[config.mk]
export PLATFORM = sky130hd
export DESIGN_NAME = su_serial_unit
export DESIGN_NICKNAME = d
export VERILOG_FILES = /design/src/hdl/su_fifo.v /design/src/hdl/su_serial_unit.v
export VERILOG_INCLUDE_DIRS = /design/src /design/src/hdl
export SDC_FILE = /design/constraint.sdc
export NUM_CORES = 1
export LEC_CHECK = 0
export ABC_AREA = 1
export CAP_MARGIN = 30
export CORE_MARGIN = 8
export CORE_UTILIZATION = 64
export CTS_CLUSTER_DIAMETER = 200
export DETAILED_ROUTE_END_ITERATION = 16
export DONT_BUFFER_PORTS = 1
export PLACE_DENSITY = 0.85
export SKIP_CTS_REPAIR_TIMING = 1
export SYNTH_ARGS = -nofsm -noshare
export SYNTH_HDL_FRONTEND = slang
export SYNTH_HIERARCHICAL = 1
export SYNTH_SLANG_ARGS = --single-unit
export TNS_END_PERCENT = 30
[constraint.sdc]
create_clock -name clk_in -period 3.9 [get_ports clk_in]
set_clock_uncertainty 0.1 [all_clocks]
set_input_delay 1.17 -clock clk_in [delete_from_list [all_inputs] [get_ports clk_in]]
set_output_delay 1.17 -clock clk_in [all_outputs]
set_load 0.1 [all_outputs]
[src/hdl/su_defines.vh]
// Constants shared by the serial unit and its transmit FIFO
`ifndef SU_DEFINES_VH
`define SU_DEFINES_VH

// Serial mode select codes
`define SU_MODE_OFF      3'h0
`define SU_MODE_SYNC     3'h1
`define SU_MODE_I2C      3'h2
`define SU_MODE_SIM      3'h5

// Data word and FIFO shape
`define SU_WORD_W        8
`define SU_FIFO_DEPTH    32

// I2C divider floor: SCL level needs up to three count cycles to settle
`define SU_I2C_MIN_DIV   8'h03

// Reset values
`define SU_RST_WORD      8'h00
`define SU_RST_DIV       10'h000
`define SU_RST_BITCNT    3'h0

// Condition generator states
`define SU_G_IDLE        2'h0
`define SU_G_START       2'h1
`define SU_G_STOP        2'h2
`define SU_G_RESTART     2'h3

`endif

[src/hdl/su_fifo.v]
// Parameterised flip-flop FIFO with valid and ready on both sides
`timescale 1ns/1ps
`default_nettype none
module su_fifo #(
  parameter WIDTH = 8,                        // Word width
  parameter DEPTH = 32,                       // Number of words
  parameter AW    = 5                         // Index width, log2 of DEPTH
) (
  input  wire             clk_in,             // System clock
  input  wire             rst_n_in,           // Synchronous reset, active low
  input  wire [WIDTH-1:0] in_data_in,         // Write word
  input  wire             in_valid_in,        // Write word valid
  output reg              in_ready_out,       // Room for a word
  output wire [WIDTH-1:0] out_data_out,       // Oldest word
  output reg              out_valid_out,      // Oldest word valid
  input  wire             out_ready_in        // Drain side accepts
);
  reg [WIDTH-1:0] mem [0:DEPTH-1];            // Storage
  reg [AW-1:0]    wr_idx;                     // Write index
  reg [AW-1:0]    rd_idx;                     // Read index
  reg [AW:0]      count;                      // Words held
  wire            push = in_valid_in & in_ready_out;   // Accepted write
  wire            pop  = out_valid_out & out_ready_in; // Accepted read
  wire [AW:0]     next_count = count + {{AW{1'b0}}, push} - {{AW{1'b0}}, pop};

  assign out_data_out = mem[rd_idx];

  ////////////////////////////////////////////////////////////////////////////
  // Pointers and registered flags; flags come from the next count so
  // that full and empty are honest on the very next cycle
  always @(posedge clk_in) begin
    if (!rst_n_in) begin
      wr_idx        <= {AW{1'b0}};
      rd_idx        <= {AW{1'b0}};
      count         <= {(AW+1){1'b0}};
      in_ready_out  <= 1'b1;
      out_valid_out <= 1'b0;
    end else begin
      if (push) begin
        wr_idx <= wr_idx + {{(AW-1){1'b0}}, 1'b1};
      end
      if (pop) begin
        rd_idx <= rd_idx + {{(AW-1){1'b0}}, 1'b1};
      end
      count         <= next_count;
      in_ready_out  <= (next_count != DEPTH[AW:0]);
      out_valid_out <= (next_count != {(AW+1){1'b0}});
    end
  end

  // Storage has no reset; contents are only read behind out_valid
  always @(posedge clk_in) begin
    if (push) begin
      mem[wr_idx] <= in_data_in;
    end
  end
endmodule // su_fifo
`default_nettype wire

[src/hdl/su_serial_unit.v]
// Multi-mode serial unit: clock synchronous shifter, I2C conditions, SIM irq
`timescale 1ns/1ps
`default_nettype none
`include "su_defines.vh"
module su_serial_unit #(
  parameter WORD_W     = `SU_WORD_W,          // Data word width
  parameter FIFO_DEPTH = `SU_FIFO_DEPTH       // Transmit FIFO depth
) (
  input  wire              clk_in,                  // 200 MHz system clock
  input  wire              rst_n_in,                // Synchronous reset, active low
  input  wire [2:0]        serial_mode_select_in,   // Mode code, zero is off
  input  wire              clk_open_drain_sel_in,   // Clock pin open drain
  input  wire              internal_clk_sel_in,     // One: internal shift clock
  input  wire              clock_polarity_sel_in,   // Edge swap
  input  wire              tx_enable_bit_in,        // Transmission enabled
  input  wire              rx_enable_bit_in,        // Reception enabled
  input  wire              rts_enable_in,           // RTS handshake on
  input  wire              cts_enable_in,           // CTS handshake on
  input  wire              cts_n_in,                // CTS pin, active low
  input  wire [7:0]        baud_div_in,             // Internal clock divider
  input  wire [7:0]        i2c_baud_divider_in,     // I2C half-period divider
  input  wire [2:0]        sda_delay_in,            // SDA delay in count cycles
  input  wire              condition_output_select_in, // Conditions drive pins
  input  wire              start_request_in,        // Start request bit
  input  wire              restart_request_in,      // Restart request bit
  input  wire              stop_request_in,         // Stop request bit
  input  wire              tx_irq_source_sel_in,    // One: transmission completed
  input  wire              error_output_enable_in,  // SIM error output enable
  input  wire              irq_clear_in,            // Clears both request flags
  input  wire [WORD_W-1:0] tx_data_in,              // Word for tx_buffer path
  input  wire              tx_valid_in,             // Word valid
  output wire              tx_ready_out,            // FIFO has room
  input  wire              rx_read_in,              // Pulse: rx_buffer read
  output reg  [WORD_W-1:0] rx_buffer_out,           // Received word
  output reg               rx_buffer_full_flag_out, // rx_buffer holds a word
  output reg               overrun_flag_out,        // Overrun occurred
  output reg               rx_irq_out,              // Receive request flag
  output reg               tx_irq_out,              // Transmit request flag
  output reg               tx_shift_empty_out,      // Shift register empty
  output reg               tx_buffer_empty_flag_out,// tx_buffer empty
  output reg               cond_busy_out,           // Condition in progress
  input  wire              serial_clock_pin_in,     // Clock pin level
  output reg               serial_clock_pin_out,    // Clock pin drive level
  output reg               serial_clock_pin_oe_n_out, // Clock pin enable, low drives
  input  wire              receive_data_pin_in,     // Receive data pin
  output reg               transmit_data_pin_out,   // Transmit data / SDA level
  output reg               transmit_data_pin_oe_n_out, // Data pin enable, low drives
  output reg               rts_n_out                // RTS pin, active low
);

  ////////////////////////////////////////////////////////////////////////////
  // Declarations
  reg              clk_s1, clk_s2, clk_s3;    // Clock pin synchroniser and history
  reg              cts_s1, cts_s2;            // CTS synchroniser
  reg              rxd_s1, rxd_s2;            // Receive data synchroniser
  reg [WORD_W-1:0] tx_buf;                    // tx_buffer contents
  reg              tx_full;                   // tx_buffer holds a word
  reg [WORD_W-1:0] tx_sh;                     // Transmit shift register
  reg [WORD_W-1:0] rx_sh;                     // Receive shift register
  reg [2:0]        bitcnt;                    // Bits sampled in this word
  reg              busy;                      // Word in flight
  reg              rx_on;                     // Word also received
  reg              sclk_int;                  // Internal shift clock level
  reg [7:0]        div_cnt;                   // Internal clock divider count
  reg              txd;                       // Shifted data level
  reg [1:0]        g_state;                   // Condition generator state
  reg [9:0]        g_cnt;                     // Condition timer
  reg              scl_gen, sda_gen;          // Condition pin levels
  reg [2:0]        req_prev;                  // Request bits last cycle
  reg [2:0]        req_pend;                  // Start, restart, stop pending
  reg              tx_cond_prev;              // Transmit source last cycle
  wire [WORD_W-1:0] fifo_data;                // FIFO head
  wire             fifo_valid;                // FIFO head valid

  wire mode_on   = (serial_mode_select_in != `SU_MODE_OFF);
  wire mode_sync = (serial_mode_select_in == `SU_MODE_SYNC);
  wire mode_i2c  = (serial_mode_select_in == `SU_MODE_I2C);
  wire mode_sim  = (serial_mode_select_in == `SU_MODE_SIM);
  wire idle_lvl  = ~clock_polarity_sel_in;    // Clock rests high at polarity 0

  // Divider floor; values under three would let bits slip
  wire [7:0] i2c_div = (i2c_baud_divider_in < `SU_I2C_MIN_DIV) ?
                       `SU_I2C_MIN_DIV : i2c_baud_divider_in;
  wire [9:0] half    = {2'h0, i2c_div} + 10'h001;
  wire [9:0] dly     = {7'h00, sda_delay_in};

  ////////////////////////////////////////////////////////////////////////////
  // Synchronisers; only the second stage and its history are looked at
  always @(posedge clk_in) begin
    if (!rst_n_in) begin
      clk_s1 <= 1'b1;
      clk_s2 <= 1'b1;
      clk_s3 <= 1'b1;
      cts_s1 <= 1'b1;
      cts_s2 <= 1'b1;
      rxd_s1 <= 1'b1;
      rxd_s2 <= 1'b1;
    end else begin
      clk_s1 <= serial_clock_pin_in;
      clk_s2 <= clk_s1;
      clk_s3 <= clk_s2;
      cts_s1 <= cts_n_in;
      cts_s2 <= cts_s1;
      rxd_s1 <= receive_data_pin_in;
      rxd_s2 <= rxd_s1;
    end
  end

  ////////////////////////////////////////////////////////////////////////////
  // Edge sources: the external pin or the internal divider
  wire ext_rise  = clk_s2 & ~clk_s3;
  wire ext_fall  = ~clk_s2 & clk_s3;
  wire div_tick  = internal_clk_sel_in & busy & (div_cnt == baud_div_in);
  // Leaving the rest level is the shift edge, returning is the sample edge
  wire int_shift = div_tick & (sclk_int == idle_lvl);
  wire int_samp  = div_tick & (sclk_int != idle_lvl);
  wire ext_shift = clock_polarity_sel_in ? ext_rise : ext_fall;
  wire ext_samp  = clock_polarity_sel_in ? ext_fall : ext_rise;
  wire shift_edge = busy & (internal_clk_sel_in ? int_shift :
                    (~internal_clk_sel_in & ext_shift));
  wire samp_edge  = busy & (internal_clk_sel_in ? int_samp :
                    (~internal_clk_sel_in & ext_samp));
  wire word_done  = samp_edge & (bitcnt == 3'h7);

  // Start needs enable and buffered data, CTS if used, and an external
  // clock resting at its idle level so the first edge is not half seen
  wire cts_ok     = ~cts_enable_in | ~cts_s2;
  wire lvl_ok     = internal_clk_sel_in | (clk_s2 == idle_lvl);
  wire start_go   = mode_sync & ~busy & tx_enable_bit_in & tx_full &
                    cts_ok & lvl_ok;

  // Drain the FIFO into tx_buffer whenever it is empty
  wire buf_load   = fifo_valid & ~tx_full;

  su_fifo #(
    .WIDTH (WORD_W),
    .DEPTH (FIFO_DEPTH),
    .AW    ($clog2(FIFO_DEPTH))
  ) u_fifo (
    .clk_in        (clk_in),
    .rst_n_in      (rst_n_in),
    .in_data_in    (tx_data_in),
    .in_valid_in   (tx_valid_in),
    .in_ready_out  (tx_ready_out),
    .out_data_out  (fifo_data),
    .out_valid_out (fifo_valid),
    .out_ready_in  (~tx_full)
  );

  ////////////////////////////////////////////////////////////////////////////
  // Transmit buffer and shift engine
  always @(posedge clk_in) begin
    if (!rst_n_in) begin
      tx_buf   <= `SU_RST_WORD;
      tx_full  <= 1'b0;
      tx_sh    <= `SU_RST_WORD;
      rx_sh    <= `SU_RST_WORD;
      bitcnt   <= `SU_RST_BITCNT;
      busy     <= 1'b0;
      rx_on    <= 1'b0;
      sclk_int <= 1'b1;
      div_cnt  <= 8'h00;
      txd      <= 1'b1;
    end else begin
      if (buf_load) begin
        tx_buf  <= fifo_data;
        tx_full <= 1'b1;
      end else if (start_go) begin
        tx_full <= 1'b0;                      // Word moves to the shifter
      end
      if (!busy) begin
        sclk_int <= idle_lvl;
        div_cnt  <= 8'h00;
      end else if (div_tick) begin
        sclk_int <= ~sclk_int;                // Clock exists only while sending
        div_cnt  <= 8'h00;
      end else begin
        div_cnt  <= div_cnt + 8'h01;
      end
      if (start_go) begin
        tx_sh  <= tx_buf;                     // Buffered word; a start always needs tx_enable_bit_in and a full tx_buffer
        busy   <= 1'b1;
        rx_on  <= rx_enable_bit_in;
        bitcnt <= `SU_RST_BITCNT;
      end else begin
        if (shift_edge) begin
          txd <= tx_sh[0];
        end
        if (samp_edge) begin
          rx_sh  <= {rxd_s2, rx_sh[WORD_W-1:1]};
          tx_sh  <= {1'b1, tx_sh[WORD_W-1:1]};
          bitcnt <= bitcnt + 3'h1;
        end
        if (word_done || !mode_sync) begin
          busy <= 1'b0;
        end
      end
    end
  end

  ////////////////////////////////////////////////////////////////////////////
  // Receive buffer, overrun and receive request; a new word beats a
  // same-cycle read, so the full flag never drops on fresh data
  wire rx_new = word_done & rx_on;
  always @(posedge clk_in) begin
    if (!rst_n_in) begin
      rx_buffer_out           <= `SU_RST_WORD;
      rx_buffer_full_flag_out <= 1'b0;
      overrun_flag_out        <= 1'b0;
      rx_irq_out              <= 1'b0;
    end else begin
      if (rx_new) begin
        rx_buffer_out           <= {rxd_s2, rx_sh[WORD_W-1:1]};
        rx_buffer_full_flag_out <= 1'b1;
      end else if (rx_read_in) begin
        rx_buffer_full_flag_out <= 1'b0;
      end
      if (rx_new && rx_buffer_full_flag_out) begin
        overrun_flag_out <= 1'b1;             // Buffer word now unreliable
      end else if (!mode_on) begin
        overrun_flag_out <= 1'b0;             // Cleared only by leaving serial mode
      end
      if (rx_new && !overrun_flag_out) begin
        rx_irq_out <= 1'b1;                   // Set wins over a clear
      end else if (irq_clear_in) begin
        rx_irq_out <= 1'b0;                   // Repeat overrun does not re-raise
      end
    end
  end

  ////////////////////////////////////////////////////////////////////////////
  // Status flags and transmit request
  wire tx_cond = mode_on & (tx_irq_source_sel_in ? ~busy : ~tx_full) &
                 (~mode_sim | error_output_enable_in);
  always @(posedge clk_in) begin
    if (!rst_n_in) begin
      tx_shift_empty_out       <= 1'b1;
      tx_buffer_empty_flag_out <= 1'b1;
      tx_cond_prev             <= 1'b0;
      tx_irq_out               <= 1'b0;
    end else begin
      tx_shift_empty_out       <= ~busy;
      tx_buffer_empty_flag_out <= ~tx_full;
      tx_cond_prev             <= tx_cond;
      // Rising source sets; right after reset the completion source is
      // already true, so enabling it in SIM mode raises a request
      if (tx_cond && !tx_cond_prev) begin
        tx_irq_out <= 1'b1;
      end else if (irq_clear_in) begin
        tx_irq_out <= 1'b0;
      end
    end
  end

  ////////////////////////////////////////////////////////////////////////////
  // Condition requests: 0 to 1 edges are latched until generated or until I2C mode is left
  wire [2:0] req_now  = {stop_request_in, restart_request_in, start_request_in};
  wire [2:0] req_rise = req_now & ~req_prev;
  always @(posedge clk_in) begin
    if (!rst_n_in) begin
      req_prev <= 3'h0;
    end else begin
      req_prev <= req_now;
    end
  end

  ////////////////////////////////////////////////////////////////////////////
  // Condition generator: start holds SDA low half a period minus the SDA
  // delay before SCL falls; stop sets up half a period plus the delay
  wire g_run = mode_i2c & condition_output_select_in & (g_state == `SU_G_IDLE);
  always @(posedge clk_in) begin
    if (!rst_n_in) begin
      g_state       <= `SU_G_IDLE;
      g_cnt         <= `SU_RST_DIV;
      scl_gen       <= 1'b1;
      sda_gen       <= 1'b1;
      req_pend      <= 3'h0;
      cond_busy_out <= 1'b0;
    end else begin
      req_pend <= mode_i2c ? (req_pend | req_rise) : 3'h0;
      case (g_state)
        `SU_G_IDLE: begin
          g_cnt         <= `SU_RST_DIV;
          cond_busy_out <= 1'b0;
          if (g_run && req_pend[0]) begin
            g_state       <= `SU_G_START;
            req_pend[0]   <= 1'b0;
            cond_busy_out <= 1'b1;
          end else if (g_run && req_pend[1]) begin
            g_state       <= `SU_G_RESTART;
            req_pend[1]   <= 1'b0;
            cond_busy_out <= 1'b1;
          end else if (g_run && req_pend[2]) begin
            g_state       <= `SU_G_STOP;
            req_pend[2]   <= 1'b0;
            cond_busy_out <= 1'b1;
          end
        end
        `SU_G_START: begin
          g_cnt <= g_cnt + 10'h001;
          if (g_cnt == dly) begin
            sda_gen <= 1'b0;
          end
          if (g_cnt == half) begin
            scl_gen <= 1'b0;                  // Hold ends here
            g_state <= `SU_G_IDLE;
          end
        end
        `SU_G_RESTART: begin
          // Release SDA, then SCL, then run a normal start
          g_cnt <= g_cnt + 10'h001;
          if (g_cnt == dly) begin
            sda_gen <= 1'b1;
          end
          if (g_cnt == half) begin
            scl_gen <= 1'b1;
            g_cnt   <= `SU_RST_DIV;
            g_state <= `SU_G_START;
          end
        end
        `SU_G_STOP: begin
          g_cnt <= g_cnt + 10'h001;
          if (g_cnt == dly) begin
            sda_gen <= 1'b0;
          end
          if (g_cnt == half) begin
            scl_gen <= 1'b1;
          end
          if (g_cnt == half + half + dly) begin
            sda_gen <= 1'b1;                  // Setup is half plus delay
            g_state <= `SU_G_IDLE;
          end
        end
        default: begin
          g_state <= `SU_G_IDLE;
        end
      endcase
      if (!mode_i2c) begin
        g_state <= `SU_G_IDLE;                // Leaving I2C aborts a condition
        scl_gen <= 1'b1;
        sda_gen <= 1'b1;
      end
    end
  end

  ////////////////////////////////////////////////////////////////////////////
  // Pin drivers, all registered; open drain only ever drives low, and the
  // pin is a plain port whenever the mode is off
  wire clk_lvl  = mode_i2c ? scl_gen : sclk_int;
  wire clk_drv  = mode_i2c | (mode_on & internal_clk_sel_in);
  wire data_lvl = mode_i2c ? sda_gen : txd;
  always @(posedge clk_in) begin
    if (!rst_n_in) begin
      serial_clock_pin_out       <= 1'b1;
      serial_clock_pin_oe_n_out  <= 1'b1;
      transmit_data_pin_out      <= 1'b1;
      transmit_data_pin_oe_n_out <= 1'b1;
      rts_n_out                  <= 1'b1;
    end else begin
      serial_clock_pin_out       <= clk_lvl;
      serial_clock_pin_oe_n_out  <= ~clk_drv |
                                    ((clk_open_drain_sel_in | mode_i2c) & clk_lvl);
      transmit_data_pin_out      <= data_lvl;
      transmit_data_pin_oe_n_out <= ~mode_on | (mode_i2c & data_lvl);
      // Ready to receive while idle on the external clock; forced off
      // with the internal clock since the far side cannot pace us then
      rts_n_out <= ~(mode_sync & rts_enable_in & ~internal_clk_sel_in &
                     rx_enable_bit_in & ~busy);
    end
  end
endmodule // su_serial_unit
`default_nettype wire

* After elaboration in Yosys (flattened, before gate mapping)
Memory sizes are Yosys's and may differ from the RTL's. A register that Yosys moved wholly into a read port is not among the register bits.
Index checks and enable logic that the tools add are counted.
** Operators by class
- Add/sub/neg operators :: 10
- Magnitude comparators :: 1
- Eq/ne operators :: 23
- Multiplexer cells :: 51
- Bitwise logic cells :: 55
- Reduce and logical (&&, ||, !) cells :: 32
** Operators by type and width (count)
- 2-to-1 mux 1 bit :: 34
- bitwise AND 1 bit :: 30
- case mux 10 bit (3 select lines) :: 1
- 2-to-1 mux 8 bit :: 3
- inverter 1 bit :: 15
- 2-to-1 mux 2 bit :: 7
- nonzero test 2 bit :: 7
- adder 10 x 1 -> 10 bit (second input constant) :: 1
- adder 10 x 3 -> 10 bit :: 1
- adder 5 x 1 -> 5 bit (second input constant) :: 2
- adder 9 x 9 -> 10 bit :: 1
- == test 10 bit :: 1
- == test 10 x 3 -> 1 bit :: 1
- == test 10 x 9 -> 1 bit :: 1
- 2-to-1 mux 10 bit :: 1
- adder 8 x 1 -> 9 bit (second input constant) :: 1
- adder 8 x 1 -> 8 bit (second input constant) :: 1
- == test 8 bit :: 1
- < comparator 8 x 2 -> 1 bit (second input constant) :: 1
- != test 2 bit (second input constant) :: 4
- case mux 2 bit (4 select lines) :: 1
- AND reduction 2 bit :: 4
- OR 1 bit :: 7
- adder 6 x 1 -> 6 bit :: 1
- 28 further kinds :: 45
** Word-level totals
- Flip-flop bits (word level) :: 98
- Bits in writable memories :: 256
- Input bits :: 51
- Memories kept :: 1
** Memory list
- u_fifo.mem :: words 32, width 8, rd ports 1, clocked after memory_dff 1, write ports 1, line su_fifo.v:18 : reg [WIDTH-1:0] mem [0:DEPTH-1];

* Longest topological paths before layout
- Depth in word-level cells :: 10
- Depth in mapped cells :: 24

* By module
The synthesis kept the hierarchy.
** By module, submodules not included
- su_fifo :: times used 1, cells each 1043, area an instance 11643.7 um2, seq. area each 8147.8 um2
- su_serial_unit :: times used 1, cells each 608, area an instance 4355.4 um2, seq. area each 1741.7 um2

* Worst setup path before layout
OpenSTA, ideal clock, no wires.
- Kind :: input to register
- From :: in i2c_baud_divider_in[5]
- To :: reg g_state[0]
- Setup time :: 0.115 ns
- Data arrival time :: 3.488 ns
- Required time :: 3.685 ns
- Slack :: 0.197 ns
- Stages :: 20
- Path buffers :: 1
- Cells stage by stage :: buf_2 -> nor2_1 -> nand2_1 -> nor2_1 -> or2_2 -> ha_1 -> ha_1 -> nand2_1 -> nand2_1 -> nand3_1 -> nor3_2 -> nand3_1 -> nand3_1 -> nand2_1 -> a21oi_1 -> nand2_1 -> nand2_2 -> nand3_1 -> nand2_1 -> nor2_1
** On the way
- Longest elaborated chain between the ends :: 8
- Elaborated cells between the ends (all ways) :: 11
- Those cells by class :: add/sub: 3; order compare: 1; eq/ne: 5; mux: 1; reduce/logical: 1
** RTL lines
- start: declaration :: line su_serial_unit.v:21 : input wire [7:0] i2c_baud_divider_in,
- < comparator 8 x 2 -> 1 bit (no line)
- 2-to-1 mux 8 bit * :: line su_serial_unit.v:82 : wire [7:0] i2c_div = (i2c_baud_divider_in < `SU_I2C_MIN_DIV) ?
- adder 8 x 1 -> 9 bit * :: line su_serial_unit.v:84 : wire [9:0] half = {2'h0, i2c_div} + 10'h001;
- adder 9 x 9 -> 10 bit :: line su_serial_unit.v:329 : if (g_cnt == half + half + dly) begin
- adder 10 x 3 -> 10 bit :: line su_serial_unit.v:329
- == test 10 bit :: line su_serial_unit.v:329
- != test 2 bit (no line)
- AND reduction 4 bit (no line) *
- end signal: assignment :: line su_serial_unit.v:331 : g_state <= `SU_G_IDLE;
- end signal: assignment :: line su_serial_unit.v:335 : g_state <= `SU_G_IDLE;
- end signal: assignment :: line su_serial_unit.v:339 : g_state <= `SU_G_IDLE;
- end: declaration :: line su_serial_unit.v:66 : reg [1:0] g_state;
Every way passes the cells marked *; elsewhere a longest branch is shown, timed or not.
A chain may end at the register's enable or synchronous reset.

* Final worst setup path
- From :: in i2c_baud_divider_in[1]
- To :: reg g_state[1]
The elaborated chain is that of the path after synthesis.

==> impl_metrics.ini <==
[grt]
grt_max_degree = 89
gr-usage-all-layers = 0.226
grt_pass1_vias = 11100
overflow = 0
grt_antenna_before_repair = 0
grt_pass1_wl_mm = 56.1

[timing]
max_slew_margin = 0.333
finalSetupTns_ns = 0
setup_viol = 0
min_period_over_period = 0.866
fmax_ghz = 0.296
rsz0062_at_grt = no
drv_slew = 0
worst_pin_slew_ns = 0.999
hold_viol = 0
timing.final.crit_period_ns = 3.38

[floorplan]
io-pin-count = 72
core_mm2 = 0.0249
die_w_um = 174
rows = 58
start_util = 0.643
die_area_mm2 = 0.0303
die_h_um = 174

[critical_path]
rr_worst_depth = 14
cp_max_fo = 4
crit_path_end_kind = flip-flop
path_class = input port to flip-flop
rr_endpoint = u_fifo/in_ready_out
cp-start-kind = input port
r2r-start = u_fifo/in_ready_out
worstPathArrival_ns = 3.69
reg2reg_setup_slack_ns = 1.11
critPathRequiredTime_ns = 4.21

[synth]
synth_largest_area_cell = edfxtp_1
synth_enable_flop_cells = 256
ys_ff_latch = 366
yosysTopAreaCellShare = 0.480
synth-async-reset-ratio = 0
synth_flop_cell = edfxtp_1
ys_types = 47
syn_inst = 1651
synthTopCellsByArea = edfxtp_1 (48%), dfxtp_1 (14%), nand2_1 (12%)
seq_area_frac_synth = 0.618
synth.avg_cell_area_um2 = 9.69
synth_area_mm2 = 0.0160
yosysWarnings = 6
syn_nets = 1726

[worst_hold_path]
worstHoldStart = cts_s1
whs_path_depth = 1
worst_hold_path_type = flip-flop to flip-flop
min_to = cts_s2

[final_layout]
fin_nets = 1707
syn2layout_area_growth_pct = 8.23
drive_above_1_share = 0.0663
stdcell_area_mm2 = 0.0173
n_antenna_cell = 0

[place]
placed_area_mm2 = 0.0161
io_buffer_count = 0
place.gp.congestion = 0.857
hpwlAfterDp_mm = 21.4

[routing]
drcViolationCount = 0
drt_iter0_drc = 1459
detail_route.vias_per_cell = 5.84
wl_per_cell_um = 17.4
ant_nets = 0
firstDrtPassIters = 5
wl_mm = 34.6
num_vias = 11600

[run]
maxCapViolations = 0

[pwr]
peakVddDrop_mv = 0.692
p_leak_nw = 6.64
power_density_mw_per_mm2 = 619

[clock_tree]
cts_max_path_buffers = 3
clk_pin_slew_worst_paths_ns = 0.06
cts_buffers = 36
h-tree-depth = 2
clock_latency_ns = 0.52
numClockSinks = 366
cts_root_buf = clkbuf_16
cts_tree = built

[outcome]
status = complete, no violations
-- how the worst max path moves through the flow --
| stage | from | endpoint | slack, ns | depth (start not counted) |
|---|---|---|---|---|
| detailed placement | i2c_baud_divider_in[1] | g_state[1] | 0.06 | 19 |
| floorplan | i2c_baud_divider_in[5] | g_state[0] | 0.20 | 20 |
| global route | i2c_baud_divider_in[1] | g_state[1] | 0.31 | 18 |
| finish | i2c_baud_divider_in[1] | g_state[1] | 0.52 | 18 |
| global placement | i2c_baud_divider_in[3] | g_state[0] | 0.15 | 18 |
| CTS | i2c_baud_divider_in[1] | g_state[1] | 0.61 | 18 |
-- critical path, cell delays in order --
cell	delay, ns
nand2_1	0.09
nand3_1	0.11
nor2_1	0.06
or2_2	0.27
ha_1	0.35
fa_1	0.40
nand3_1	0.21
nand3_1	0.11
a21oi_1	0.16
nand3_1	0.09
nor2_1	0.12
nand2_1	0.08
nor2_2	0.10
nand2_1	0.07
nand2_2	0.09
nand3_1	0.08
nand2_1	0.07
nor2_1	0.04
-- cell usage after synthesis, types with 2 or more instances --
| master | number |
|---|---|
| o211ai_1 | 3 |
| o22ai_1 | 4 |
| nor4_1 | 2 |
| fa_1 | 2 |
| inv_2 | 8 |
| buf_6 | 23 |
| o21ai_0 | 29 |
| nand2_4 | 2 |
| buf_1 | 4 |
| buf_2 | 17 |
| edfxtp_1 | 256 |
| nand3b_1 | 3 |
| xnor2_1 | 10 |
| or2_2 | 10 |
| xor2_1 | 16 |
| nor3_1 | 14 |
| nand2_2 | 8 |
| o221ai_1 | 3 |
| inv_1 | 90 |
| nand2_1 | 531 |
| ha_1 | 22 |
| nand4_2 | 2 |
| nor2_1 | 126 |
| nor2_2 | 3 |
| nand3_2 | 2 |
| nand4_1 | 10 |
| a31oi_1 | 8 |
| buf_4 | 7 |
| nor2_4 | 3 |
| o21ai_2 | 2 |
| clkinv_1 | 3 |
| dfxtp_1 | 110 |
| nand3_1 | 246 |
| o21ai_1 | 2 |
| a21oi_1 | 42 |
| clkbuf_1 | 16 |
| nor3_2 | 2 |
-- sequential cells by signal, summed over array words and instances (netlist names), 2 cells and up, named ones only --
register       cells
u_fifo/mem       256
tx_sh              8
g_state            2
rx_buffer_out      8
u_fifo/count       6
req_pend           3
rx_sh              7
tx_buf             8
u_fifo/rd_idx      5
req_prev           3
g_cnt             10
u_fifo/wr_idx      5
div_cnt            8
bitcnt             3
-- cell type report --
type,count,area [um2]
sequential,366,9890
fill,1693,7570
multi-input combinational,1117,5260
clock buffer,50,1030
tap,330,413
inverter,101,380
clock inverter,15,236
timing repair buffer,10,108
-- through the flow --
step / setup WS, ns / hold slack [ns] / std cells / power [mW] / utilization
floorplan: 0.197 / 0.292 / 1651 / 6.61 / -
global placement: 0.154 / 0.300 / 1923 / 6.96 / 0.644
detailed placement: 0.0643 / 0.301 / 1924 / 7.05 / 0.645
CTS: 0.605 / 0.313 / 1989 / 10.7 / 0.696
global route: 0.307 / 0.321 / 1989 / 11.2 / 0.696
finish: 0.521 / 0.314 / 1989 / 10.7 / 0.696
-- logic make-up after synthesis --
family,synth area share
xor+xnor,0.0142
buf+inv,0.0532
simple gates,0.259
compound gates,0.0353
fa+ha+maj,0.0197
flops,0.618
-- power breakdown --
group / internal, mW / total [mW] / switching (mW)
combinational: 0.773 / 2.56 / 1.79
clock: 2.24 / 3.66 / 1.41
sequential: 4.31 / 4.50 / 0.188
total: 7.33 / 10.7 / 3.39
-- placed cells by master (no fill, tap or decap), drive strengths merged, types with 2 or more instances in the layout --
cell type  count
ha            22
a21oi         43
nand2        541
o21ai         33
xnor2         10
nor4           2
nand3b         4
o221ai         3
bufinv         6
clkbuf        50
inv           97
dfxtp        110
o211ai         3
o22ai          4
edfxtp       256
buf           10
a31oi          8
nand4         12
or2           10
xor2          16
nor3          16
nor2         132
nand3        248
clkinv        12
fa             2
-- layer usage --
layer,up-vias,GRT usage,wire (um)
met5,-,0,0
met4,0,0.0859,935
met3,89,0.0456,3140
met2,578,0.389,17100
met1,5435,0.276,13400
li1,5506,-,-
Note: power is estimated with default switching activity, not from simulation.
